## config.mk

```make
export PLATFORM = sky130hd
export DESIGN_NAME = piu_port_unit
export DESIGN_NICKNAME = d
export VERILOG_FILES = /design/src/rtl/piu_pkg.sv /design/src/rtl/piu_pin_cell.sv /design/src/rtl/piu_port_unit.sv
export SDC_FILE = /design/constraint.sdc
export NUM_CORES = 1
export LEC_CHECK = 0
export ABC_CLOCK_PERIOD_IN_PS = 1700
export BUFFER_PORTS_ARGS = -buffer_cell sky130_fd_sc_hd__buf_2
export CAP_MARGIN = 30
export CORE_ASPECT_RATIO = 1.2
export CORE_MARGIN = 2
export CORE_UTILIZATION = 50
export CTS_CLUSTER_DIAMETER = 100
export DETAILED_ROUTE_END_ITERATION = 7
export PLACE_DENSITY = 0.83
export SLEW_MARGIN = 15
export SYNTH_ARGS = -nofsm -noshare
export SYNTH_HDL_FRONTEND = slang
export SYNTH_SLANG_ARGS = --single-unit
```

## constraint.sdc

```tcl
create_clock -name clk_i -period 1.7 [get_ports clk_i]
set_input_delay 0.51 -clock clk_i [delete_from_list [all_inputs] [get_ports clk_i]]
set_output_delay 0.51 -clock clk_i [all_outputs]
set_load 0.01 [all_outputs]
```

## src/rtl/piu_pkg.sv

```systemverilog
// Shared types and constants of the port I/O instruction unit
package piu_pkg;

  localparam int NIB_W = 4;
  localparam int PORTD_W = 8;
  localparam int IDX_W = 3;
  localparam int RADDR_W = 4;
  localparam int RDATA_W = 8;

  // Highest bit-addressable port bit that the bit test accepts
  localparam logic [IDX_W-1:0] TEST_IDX_MAX = 3'h5;

  // Values after reset
  localparam logic [NIB_W-1:0] CFG_RST = 4'h0;
  localparam logic LATCH_RST_BIT = 1'b1;
  localparam logic PORTC_RST = 1'b1;

  // Index of each control register in the configuration array
  localparam int CFG_N = 8;
  localparam logic [2:0] CFG_PULLUP0 = 3'h0;
  localparam logic [2:0] CFG_PULLUP1 = 3'h1;
  localparam logic [2:0] CFG_WAKE0 = 3'h2;
  localparam logic [2:0] CFG_WAKE1 = 3'h3;
  localparam logic [2:0] CFG_WAKE2 = 3'h4;
  localparam logic [2:0] CFG_OSTRUCT0 = 3'h5;
  localparam logic [2:0] CFG_OSTRUCT1 = 3'h6;
  localparam logic [2:0] CFG_OSTRUCT2 = 3'h7;

  // Register port offsets: 0x0 to 0x7 are the configuration array
  localparam logic [RADDR_W-1:0] REG_CFG_LAST = 4'h7;
  localparam logic [RADDR_W-1:0] REG_PORT0_LATCH = 4'h8;
  localparam logic [RADDR_W-1:0] REG_PORT1_LATCH = 4'h9;
  localparam logic [RADDR_W-1:0] REG_PORT2_LATCH = 4'ha;
  localparam logic [RADDR_W-1:0] REG_PD_LATCH = 4'hb;
  localparam logic [RADDR_W-1:0] REG_PC_LATCH = 4'hc;
  localparam logic [RADDR_W-1:0] REG_PIN01 = 4'hd;
  localparam logic [RADDR_W-1:0] REG_PIN2 = 4'he;
  localparam logic [RADDR_W-1:0] REG_STATUS = 4'hf;
  localparam int STAT_SKIP = 0;
  localparam int STAT_BADIDX = 1;

  typedef enum logic [4:0] {
    OP_NONE, OP_IN_PORT0, OP_OUT_PORT0, OP_IN_PORT1, OP_OUT_PORT1, OP_IN_PORT2,
    OP_OUT_PORT2, OP_SET_ALL_D, OP_CLR_D, OP_SET_D, OP_TEST_D, OP_CLR_C, OP_SET_C,
    OP_RD_PULLUP0, OP_WR_PULLUP0, OP_RD_PULLUP1, OP_WR_PULLUP1,
    OP_RD_WAKE0, OP_WR_WAKE0, OP_RD_WAKE1, OP_WR_WAKE1, OP_RD_WAKE2, OP_WR_WAKE2,
    OP_WR_OSTRUCT0, OP_WR_OSTRUCT1, OP_WR_OSTRUCT2
  } piu_op_t;

  typedef struct packed {
    logic valid;
    piu_op_t op;
    logic [NIB_W-1:0] acc;
    logic [IDX_W-1:0] idx;
  } piu_instr_t;

  typedef struct packed {
    logic acc_we;
    logic [NIB_W-1:0] acc_val;
    logic skip;
    logic carry_we;
  } piu_result_t;

endpackage

```

## src/rtl/piu_pin_cell.sv

```systemverilog
// Output latch with pin drive for one group of port bits
`timescale 1ns/1ps
module piu_pin_cell
  import piu_pkg::*;
#(
  parameter int W = 4
) (
  // Clock and reset
  input wire logic clk_i,
  input wire logic rst_n_i,
  // Latch update
  input wire logic ld_i,
  input wire logic [W-1:0] ld_val_i,
  input wire logic [W-1:0] push_pull_i,
  // Latch and pin drive
  output logic [W-1:0] latch_o,
  output logic [W-1:0] pin_out_o,
  output logic [W-1:0] pin_oe_o
);

  logic [W-1:0] latch_ff;
  logic [W-1:0] nxt_latch;
  logic [W-1:0] out_ff;
  logic [W-1:0] oe_ff;

  assign nxt_latch = ld_i ? ld_val_i : latch_ff;

  always_ff @(posedge clk_i or negedge rst_n_i) begin
    if (!rst_n_i) begin
      latch_ff <= {W{LATCH_RST_BIT}};
    end else begin
      latch_ff <= nxt_latch;
    end
  end

  // Open-drain bits only pull low; a 1 releases the pin so it can be read
  always_ff @(posedge clk_i or negedge rst_n_i) begin
    if (!rst_n_i) begin
      out_ff <= '0;
      oe_ff <= '0;
    end else begin
      out_ff <= nxt_latch & push_pull_i;
      oe_ff <= push_pull_i | ~nxt_latch;
    end
  end

  assign latch_o = latch_ff;
  assign pin_out_o = out_ff;
  assign pin_oe_o = oe_ff;

endmodule

```

## src/rtl/piu_port_unit.sv

```systemverilog
// Port and pin-control instruction execution unit
`timescale 1ns/1ps
module piu_port_unit
  import piu_pkg::*;
(
  // Clock and reset
  input wire logic clk_i,
  input wire logic rst_n_i,
  // Instruction sequencer
  input wire piu_instr_t instr_i,
  output piu_result_t res_o,
  // Parallel I/O ports
  input wire logic [NIB_W-1:0] port0_in_i,
  output logic [NIB_W-1:0] port0_out_o,
  output logic [NIB_W-1:0] port0_oe_o,
  input wire logic [NIB_W-1:0] port1_in_i,
  output logic [NIB_W-1:0] port1_out_o,
  output logic [NIB_W-1:0] port1_oe_o,
  input wire logic [NIB_W-1:0] port2_in_i,
  output logic [NIB_W-1:0] port2_out_o,
  output logic [NIB_W-1:0] port2_oe_o,
  // Output-only ports
  output logic [PORTD_W-1:0] portd_o,
  output logic portc_o,
  // Pin control levels
  output logic [NIB_W-1:0] pullup0_o,
  output logic [NIB_W-1:0] pullup1_o,
  output logic [NIB_W-1:0] wakeup0_o,
  output logic [NIB_W-1:0] wakeup1_o,
  output logic [NIB_W-1:0] wakeup2_o,
  // Register port
  input wire logic [RADDR_W-1:0] addr_i,
  input wire logic [RDATA_W-1:0] wdata_i,
  input wire logic wr_i,
  input wire logic rd_i,
  output logic [RDATA_W-1:0] rdata_o
);

  ////////////////////////////////////////////////////////////////////////////////
  // Instruction decode

  logic exec;
  piu_op_t op;
  logic [NIB_W-1:0] acc;
  logic [IDX_W-1:0] idx;

  assign exec = instr_i.valid;
  assign op = instr_i.op;
  assign acc = instr_i.acc;
  assign idx = instr_i.idx;

  ////////////////////////////////////////////////////////////////////////////////
  // Control registers: pull-up, key-on wakeup and output structure

  logic [NIB_W-1:0] cfg_ff [CFG_N];
  logic cfg_ld;
  logic [2:0] cfg_sel;

  always_comb begin
    cfg_ld = exec;
    cfg_sel = CFG_PULLUP0;
    case (op)
      OP_WR_PULLUP0: cfg_sel = CFG_PULLUP0;
      OP_WR_PULLUP1: cfg_sel = CFG_PULLUP1;
      OP_WR_WAKE0: cfg_sel = CFG_WAKE0;
      OP_WR_WAKE1: cfg_sel = CFG_WAKE1;
      OP_WR_WAKE2: cfg_sel = CFG_WAKE2;
      OP_WR_OSTRUCT0: cfg_sel = CFG_OSTRUCT0;
      OP_WR_OSTRUCT1: cfg_sel = CFG_OSTRUCT1;
      OP_WR_OSTRUCT2: cfg_sel = CFG_OSTRUCT2;
      default: cfg_ld = 1'b0;
    endcase
  end

  // An instruction write beats a software write to the same register
  always_ff @(posedge clk_i or negedge rst_n_i) begin
    if (!rst_n_i) begin
      for (int i = 0; i < CFG_N; i++) begin
        cfg_ff[i] <= CFG_RST;
      end
    end else begin
      if (wr_i && addr_i <= REG_CFG_LAST) begin
        cfg_ff[addr_i[2:0]] <= wdata_i[NIB_W-1:0];
      end
      if (cfg_ld) begin
        cfg_ff[cfg_sel] <= acc;
      end
    end
  end

  assign pullup0_o = cfg_ff[CFG_PULLUP0];
  assign pullup1_o = cfg_ff[CFG_PULLUP1];
  assign wakeup0_o = cfg_ff[CFG_WAKE0];
  assign wakeup1_o = cfg_ff[CFG_WAKE1];
  assign wakeup2_o = cfg_ff[CFG_WAKE2];

  ////////////////////////////////////////////////////////////////////////////////
  // Port latches

  logic [NIB_W-1:0] port0_latch;
  logic [NIB_W-1:0] port1_latch;
  logic [NIB_W-1:0] port2_latch;
  logic [PORTD_W-1:0] pd_latch;
  logic [0:0] pc_latch;
  logic [PORTD_W-1:0] nxt_pd;
  logic pd_ld;
  logic [0:0] nxt_pc;
  logic pc_ld;

  // Output-structure bit 1 means push-pull, 0 means open drain
  piu_pin_cell #(.W(NIB_W)) u_port0 (
    .clk_i(clk_i),
    .rst_n_i(rst_n_i),
    .ld_i(exec && op == OP_OUT_PORT0),
    .ld_val_i(acc),
    .push_pull_i(cfg_ff[CFG_OSTRUCT0]),
    .latch_o(port0_latch),
    .pin_out_o(port0_out_o),
    .pin_oe_o(port0_oe_o)
  );

  piu_pin_cell #(.W(NIB_W)) u_port1 (
    .clk_i(clk_i),
    .rst_n_i(rst_n_i),
    .ld_i(exec && op == OP_OUT_PORT1),
    .ld_val_i(acc),
    .push_pull_i(cfg_ff[CFG_OSTRUCT1]),
    .latch_o(port1_latch),
    .pin_out_o(port1_out_o),
    .pin_oe_o(port1_oe_o)
  );

  piu_pin_cell #(.W(NIB_W)) u_port2 (
    .clk_i(clk_i),
    .rst_n_i(rst_n_i),
    .ld_i(exec && op == OP_OUT_PORT2),
    .ld_val_i(acc),
    .push_pull_i(cfg_ff[CFG_OSTRUCT2]),
    .latch_o(port2_latch),
    .pin_out_o(port2_out_o),
    .pin_oe_o(port2_oe_o)
  );

  always_comb begin
    nxt_pd = pd_latch;
    pd_ld = exec;
    case (op)
      OP_SET_ALL_D: nxt_pd = '1;
      OP_CLR_D: nxt_pd[idx] = 1'b0;
      OP_SET_D: nxt_pd[idx] = 1'b1;
      default: pd_ld = 1'b0;
    endcase
  end

  // Bit port is output only, so it always drives
  piu_pin_cell #(.W(PORTD_W)) u_portd (
    .clk_i(clk_i),
    .rst_n_i(rst_n_i),
    .ld_i(pd_ld),
    .ld_val_i(nxt_pd),
    .push_pull_i('1),
    .latch_o(pd_latch),
    .pin_out_o(portd_o),
    .pin_oe_o()
  );

  assign pc_ld = exec && (op == OP_CLR_C || op == OP_SET_C);
  assign nxt_pc = (op == OP_SET_C) ? 1'b1 : 1'b0;

  piu_pin_cell #(.W(1)) u_portc (
    .clk_i(clk_i),
    .rst_n_i(rst_n_i),
    .ld_i(pc_ld),
    .ld_val_i(nxt_pc),
    .push_pull_i(1'b1),
    .latch_o(pc_latch),
    .pin_out_o(portc_o),
    .pin_oe_o()
  );

  ////////////////////////////////////////////////////////////////////////////////
  // Accumulator result, skip and carry

  piu_result_t res_ff;
  piu_result_t nxt_res;
  logic test_ok;

  // Indices 6 and 7 are outside the tested range and never skip
  assign test_ok = idx <= TEST_IDX_MAX;

  always_comb begin
    nxt_res = '0;
    if (exec) begin
      nxt_res.acc_we = 1'b1;
      case (op)
        OP_IN_PORT0: nxt_res.acc_val = port0_in_i;
        OP_IN_PORT1: nxt_res.acc_val = port1_in_i;
        OP_IN_PORT2: nxt_res.acc_val = port2_in_i;
        OP_RD_PULLUP0: nxt_res.acc_val = cfg_ff[CFG_PULLUP0];
        OP_RD_PULLUP1: nxt_res.acc_val = cfg_ff[CFG_PULLUP1];
        OP_RD_WAKE0: nxt_res.acc_val = cfg_ff[CFG_WAKE0];
        OP_RD_WAKE1: nxt_res.acc_val = cfg_ff[CFG_WAKE1];
        OP_RD_WAKE2: nxt_res.acc_val = cfg_ff[CFG_WAKE2];
        default: nxt_res.acc_we = 1'b0;
      endcase
      nxt_res.skip = (op == OP_TEST_D) && test_ok && !pd_latch[idx];
    end
  end

  always_ff @(posedge clk_i or negedge rst_n_i) begin
    if (!rst_n_i) begin
      res_ff <= '0;
    end else begin
      res_ff <= nxt_res;
    end
  end

  assign res_o = res_ff;

  ////////////////////////////////////////////////////////////////////////////////
  // Status and register read port

  logic stat_skip_ff;
  logic stat_badidx_ff;

  always_ff @(posedge clk_i or negedge rst_n_i) begin
    if (!rst_n_i) begin
      stat_skip_ff <= 1'b0;
      stat_badidx_ff <= 1'b0;
    end else if (exec && op == OP_TEST_D) begin
      stat_skip_ff <= nxt_res.skip;
      stat_badidx_ff <= !test_ok;
    end
  end

  logic [RDATA_W-1:0] rdata_ff;
  logic [RDATA_W-1:0] nxt_rdata;

  always_comb begin
    nxt_rdata = '0;
    case (addr_i)
      REG_PORT0_LATCH: nxt_rdata = {4'h0, port0_latch};
      REG_PORT1_LATCH: nxt_rdata = {4'h0, port1_latch};
      REG_PORT2_LATCH: nxt_rdata = {4'h0, port2_latch};
      REG_PD_LATCH: nxt_rdata = pd_latch;
      REG_PC_LATCH: nxt_rdata = {7'h00, pc_latch};
      REG_PIN01: nxt_rdata = {port1_in_i, port0_in_i};
      REG_PIN2: nxt_rdata = {4'h0, port2_in_i};
      REG_STATUS: begin
        nxt_rdata[STAT_SKIP] = stat_skip_ff;
        nxt_rdata[STAT_BADIDX] = stat_badidx_ff;
      end
      default: nxt_rdata = {4'h0, cfg_ff[addr_i[2:0]]};
    endcase
  end

  // Read data stand only in the cycle after the strobe
  always_ff @(posedge clk_i or negedge rst_n_i) begin
    if (!rst_n_i) begin
      rdata_ff <= '0;
    end else begin
      rdata_ff <= rd_i ? nxt_rdata : '0;
    end
  end

  assign rdata_o = rdata_ff;

  ////////////////////////////////////////////////////////////////////////////////
  // Assertions

  property p_in_port0;
    @(posedge clk_i) disable iff (!rst_n_i)
      exec && op == OP_IN_PORT0 |=> res_o.acc_we && res_o.acc_val == $past(port0_in_i);
  endproperty
  a_in_port0: assert property (p_in_port0) else $error("port0 read wrong");
  // Pins follow the latch in the same cycle and the structure setting one edge before them
  property p_out_port0;
    @(posedge clk_i) disable iff (!rst_n_i)
      exec && op == OP_OUT_PORT0 |=> port0_latch == $past(acc) ##1
        port0_out_o == (port0_latch & $past(cfg_ff[CFG_OSTRUCT0]));
  endproperty
  a_out_port0: assert property (p_out_port0) else $error("port0 write wrong");
  property p_in_port1;
    @(posedge clk_i) disable iff (!rst_n_i)
      exec && op == OP_IN_PORT1 |=> res_o.acc_we && res_o.acc_val == $past(port1_in_i);
  endproperty
  a_in_port1: assert property (p_in_port1) else $error("port1 read wrong");
  property p_out_port2;
    @(posedge clk_i) disable iff (!rst_n_i)
      exec && op == OP_OUT_PORT2 |=> port2_latch == $past(acc);
  endproperty
  a_out_port2: assert property (p_out_port2) else $error("port2 write wrong");
  property p_set_all;
    @(posedge clk_i) disable iff (!rst_n_i)
      exec && op == OP_SET_ALL_D |=> portd_o == 8'hff;
  endproperty
  a_set_all: assert property (p_set_all) else $error("set all failed");
  property p_clr_bit;
    @(posedge clk_i) disable iff (!rst_n_i)
      exec && op == OP_CLR_D |=> pd_latch == ($past(pd_latch) & ~(8'h01 << $past(idx)));
  endproperty
  a_clr_bit: assert property (p_clr_bit) else $error("bit clear wrong");
  property p_set_bit;
    @(posedge clk_i) disable iff (!rst_n_i)
      exec && op == OP_SET_D |=> pd_latch == ($past(pd_latch) | (8'h01 << $past(idx)));
  endproperty
  a_set_bit: assert property (p_set_bit) else $error("bit set wrong");
  property p_test;
    @(posedge clk_i) disable iff (!rst_n_i)
      exec && op == OP_TEST_D |=>
        res_o.skip == ($past(idx) <= TEST_IDX_MAX && !$past(pd_latch[idx]));
  endproperty
  a_test: assert property (p_test) else $error("bit test skip wrong");
  property p_portc;
    @(posedge clk_i) disable iff (!rst_n_i)
      exec && op inside {OP_CLR_C, OP_SET_C} |=> portc_o == $past(op == OP_SET_C);
  endproperty
  a_portc: assert property (p_portc) else $error("one-bit port wrong");
  property p_pullup0;
    @(posedge clk_i) disable iff (!rst_n_i)
      exec && op == OP_WR_PULLUP0 ##1 exec && op == OP_RD_PULLUP0 |=>
        res_o.acc_val == $past(acc, 2);
  endproperty
  a_pullup0: assert property (p_pullup0) else $error("pull-up readback wrong");
  property p_wake2;
    @(posedge clk_i) disable iff (!rst_n_i)
      exec && op == OP_WR_WAKE2 |=> wakeup2_o == $past(acc);
  endproperty
  a_wake2: assert property (p_wake2) else $error("wakeup write wrong");
  property p_ostruct1;
    @(posedge clk_i) disable iff (!rst_n_i)
      exec && op == OP_WR_OSTRUCT1 |=> cfg_ff[CFG_OSTRUCT1] == $past(acc);
  endproperty
  a_ostruct1: assert property (p_ostruct1) else $error("output structure write wrong");
  property p_no_skip;
    @(posedge clk_i) disable iff (!rst_n_i)
      res_o.skip |-> $past(op) == OP_TEST_D && !res_o.carry_we;
  endproperty
  a_no_skip: assert property (p_no_skip) else $error("unexpected skip");

  c_skip: cover property (@(posedge clk_i) disable iff (!rst_n_i) res_o.skip);
  c_od_read: cover property (@(posedge clk_i) disable iff (!rst_n_i)
    exec && op == OP_IN_PORT1 && cfg_ff[CFG_OSTRUCT1] == 4'h0);
  c_clr_set: cover property (@(posedge clk_i) disable iff (!rst_n_i)
    exec && op == OP_CLR_D ##1 exec && op == OP_SET_D);
  c_sw_cfg: cover property (@(posedge clk_i) disable iff (!rst_n_i) wr_i && cfg_ld);

endmodule

```

==> impl_metrics.csv <==
group,metric,value,unit
status,run_status,"complete, no violations",
sta,timing.final.ws_setup,0.128,ns
critical_path,worstReg2RegEnd,"rdata_o[3]",
synthesis,synth.largest_area_cell,"dfrtp_1",
place,pre_cts_ws,-0.209,ns
sta,fin_crit,1.57,ns
critical_path,path_cells,"buf_4 > buf_2",
cts,post_cts_resized,0,
synthesis,synthCells,485,
cts,htree_levels,3,
synthesis,syn_avg_cell_area,10.9,um^2
layout,num_antenna_cells,0,
run,drv_cap,0,
die,die_w,97.8,um
synthesis,synth_area_leaders,"dfrtp_1 (38%), dfstp_2 (10%), mux2i_1 (10%), mux4_2 (4.3%), buf_4 (3.1%)",
critical_path,path_max_fanout,3,
synthesis,synth_top_family_by_area,"multiplexers",
cts,clkSlewWorstSetupHoldPaths,0.07,ns
cts,postCtsHoldBufs,0,
global_route,grt.overflow.total,0,
synthesis,async_reset_ff_share,100,%
hold_path,hold_class,"input port to async pin",
synthesis,synth-compound-area-share,12.7,%
global_route,met1_usage,33.6,%
cts,cts_tree,"yes",
critical_path,worst_path_max_delay_cell,"dfrtp_1",
critical_path,cp_num_cells,2,
synthesis,yosysWarnings,0,
sta,grt_setup_unrepaired,"no",
cts,cts_buffer_depth,2,
sta,drv_slew,0,
critical_path,required,1.19,ns
die,num_rows,41,
route,via_per_inst,5.88,
place,dp_hpwl,11700,um
synthesis,synthAdderAreaFrac,0,%
sta,hold_ws,0.0700,ns
synthesis,synth_top_area_share,38.4,%
layout,drive_above_1_share,38.0,%
synthesis,syn_nets,526,
synthesis,synthXorXnorAreaFrac,0,%
critical_path,cp.arrival,1.06,ns
synthesis,muxShareOfSynthArea,16.0,%
pwr,powerDensity,1150,nW/um^2
critical_path,rr_worst_depth,4,
global_route,met2_usage,45.4,%
cts,clk_latency,0.35,ns
pwr,vdd_drop_max,0.000557,V
global_route,use_met3,5.57,%
global_route,grt_pass1_wl,23500,um
global_route,grt_start_max_net_pins,45,
route,drt_wl_total,15000,um
pwr,p_leak,0.00315,uW
synthesis,synth_seq_cells,102,
critical_path,crit_buf_inv,2,
synthesis,synth-simple-area-share,15.0,%
route,vias,4353,
die,die_h,117,um
place,port_buffers,103,
cts,cts_setup_buffers,0,
global_route,gr-max-usage-layer,"met2",
critical_path,endpoint_kind,"output port",
route,drt-initial-drc-count,408,
layout,area_growth,22.1,%
die,initial_core_util,50.7,%
layout,fin_cells,740,
place,gp_congestion,0.999,
critical_path,reg2reg_slack,0.19,ns
sta,skew,0.00558,ns
synthesis,yosysSeqAreaShare,48.9,%
critical_path,critPathMaxStageDelay,0.42,ns
critical_path,critPathLaunchType,"flop",
critical_path,cpLargestDelayFamily,"flip-flops",
layout,nets,647,
route,antenna_left,0,
synthesis,synth.distinct_cells,59,
route,wl_per_cell,20.2,um
route,first_pass_iters,5,
pwr,p_total,7380,uW
synthesis,syn-cell-area,5280,um^2
sta,post-route-period-util,92.5,%
global_route,grt_pass1_vias,4423,
cts,clock_sinks,102,
global_route,grt_usage,26.7,%
die,dieArea,11400,um^2
sta,setup-violations-final,0,
sta,fmax,0.636,GHz
synthesis,dominantRegCellSynth,"dfrtp_1",
cts,cts_inserted_buffers,9,
critical_path,r2r-start,"cfg_ff[3]",
critical_path,critPathKind,"flop to output port",
die,io_pins,109,
synthesis,synth-edff-count,0,
global_route,antenna_found_initial,0,
place,dp.cells,724,
route,drc,0,
die,core,10400,um^2
sta,finalHoldViolCount,0,
cts,cts-root-buf,"clkbuf_16",
==> final cells by class <==
class | count | area [um^2]
Clock buffer | 10 | 229
Tap cell | 129 | 161
Timing Repair Buffer | 161 | 991
Clock inverter | 6 | 109
Multi-Input combinational cell | 314 | 2310
Fill cell | 844 | 3970
Inverter | 18 | 67.6
Sequential cell | 102 | 2580
==> layer usage <==
metal / wire length (um) / part of all wire (%) / vias up
li1: - / - / 1940
met4: 486 / 3.2 / 0
met1: 5880 / 39 / 2136
met3: 1210 / 8.1 / 44
met5: 0 / 0 / -
met2: 7390 / 49 / 233
==> synth_stat cells (4+ instances only) <==
library cell   n
buf_2         11
mux2_2         6
a22oi_1       11
nor2b_1       21
nor2_1        27
dfrtp_1       81
o22ai_1        4
buf_4         22
clkbuf_1      13
or2_1          8
and2_1         4
mux4_2        10
mux2i_1       55
nand2_1       33
a21oi_1       32
a221oi_1       5
nand3b_1       4
or2_2          4
buf_6          5
nand2b_1       4
o21ai_0       23
nand3_1        7
dfstp_2       21
inv_1         18
o21ai_1        9
==> worst max-delay path by stage <==
| stage | startpoint | to | slack, ns |
|---|---|---|---|
| global placement | addr_i[1] | rdata_o[3] | -0.16 |
| global route | addr_i[1] | rdata_o[3] | 0.04 |
| finish | wakeup1_o[3] | wakeup1_o[3] | 0.13 |
| CTS | wakeup1_o[3] | wakeup1_o[3] | 0.14 |
| floorplan | addr_i[1] | rdata_o[3] | 0.06 |
| detailed placement | addr_i[1] | wakeup1_o[2] | -0.21 |
==> flip-flops by register name, summed over array words and instances (netlist names), 6 cells and up <==
register and count:
cfg_ff 12, rdata_o 8, u_portd.latch_o 8, u_portd.pin_out_o 8, res_o 6
==> where the power goes <==
| group | internal [uW] | total, uW | switching [uW] |
|---|---|---|---|
| Sequential | 2960 | 3390 | 431 |
| Clock | 1440 | 2340 | 899 |
| Combinational | 790 | 1650 | 865 |
| Total | 5190 | 7380 | 2190 |
==> worst reg2reg max path: cells and delay by family (launching register included) <==
kind               cells  cell delay [ns]
muxes                  1             0.46
AOI/OAI and AO/OA      2             0.33
and+or+nand+nor        1             0.16
DFF                    1             0.41
==> placed cells by master (no fill, tap or decap), types with 4 or more instances in the layout <==
master and n:
mux2i_1 55, nand2_1 33, nand3_1 7, nor2b_1 21, dfrtp_1 81, clkbuf_16 9
nand3b_1 4, mux4_2 10, or2_2 4, dfstp_2 21, a22oi_1 11, nand2b_1 4
o21ai_0 23, mux2_2 6, buf_4 56, o22ai_1 4, o21ai_1 9, or2_1 8
and2_1 4, buf_2 102, inv_1 18, nor2_1 27, a21oi_1 32, a221oi_1 5
==> metrics by stage <==
step           area (um^2)  util (%)  TNS (ns)
2_1_floorplan         5280         -         0
3_3_place_gp          6110      58.6     -4.50
3_5_place_dp          6110      58.6     -6.46
4_1_cts               6440      61.9         0
5_1_grt               6440      61.9         0
6_report              6440      61.9         0
==> logic make-up after synthesis <==
logic type             count (synthesis)
and+or+nand+nor                      136
AOI/OAI and AO/OA                    106
DFF                                  102
muxes                                 71
buffers and inverters                 69
other                                  1
(Power assumes the default switching activity.)
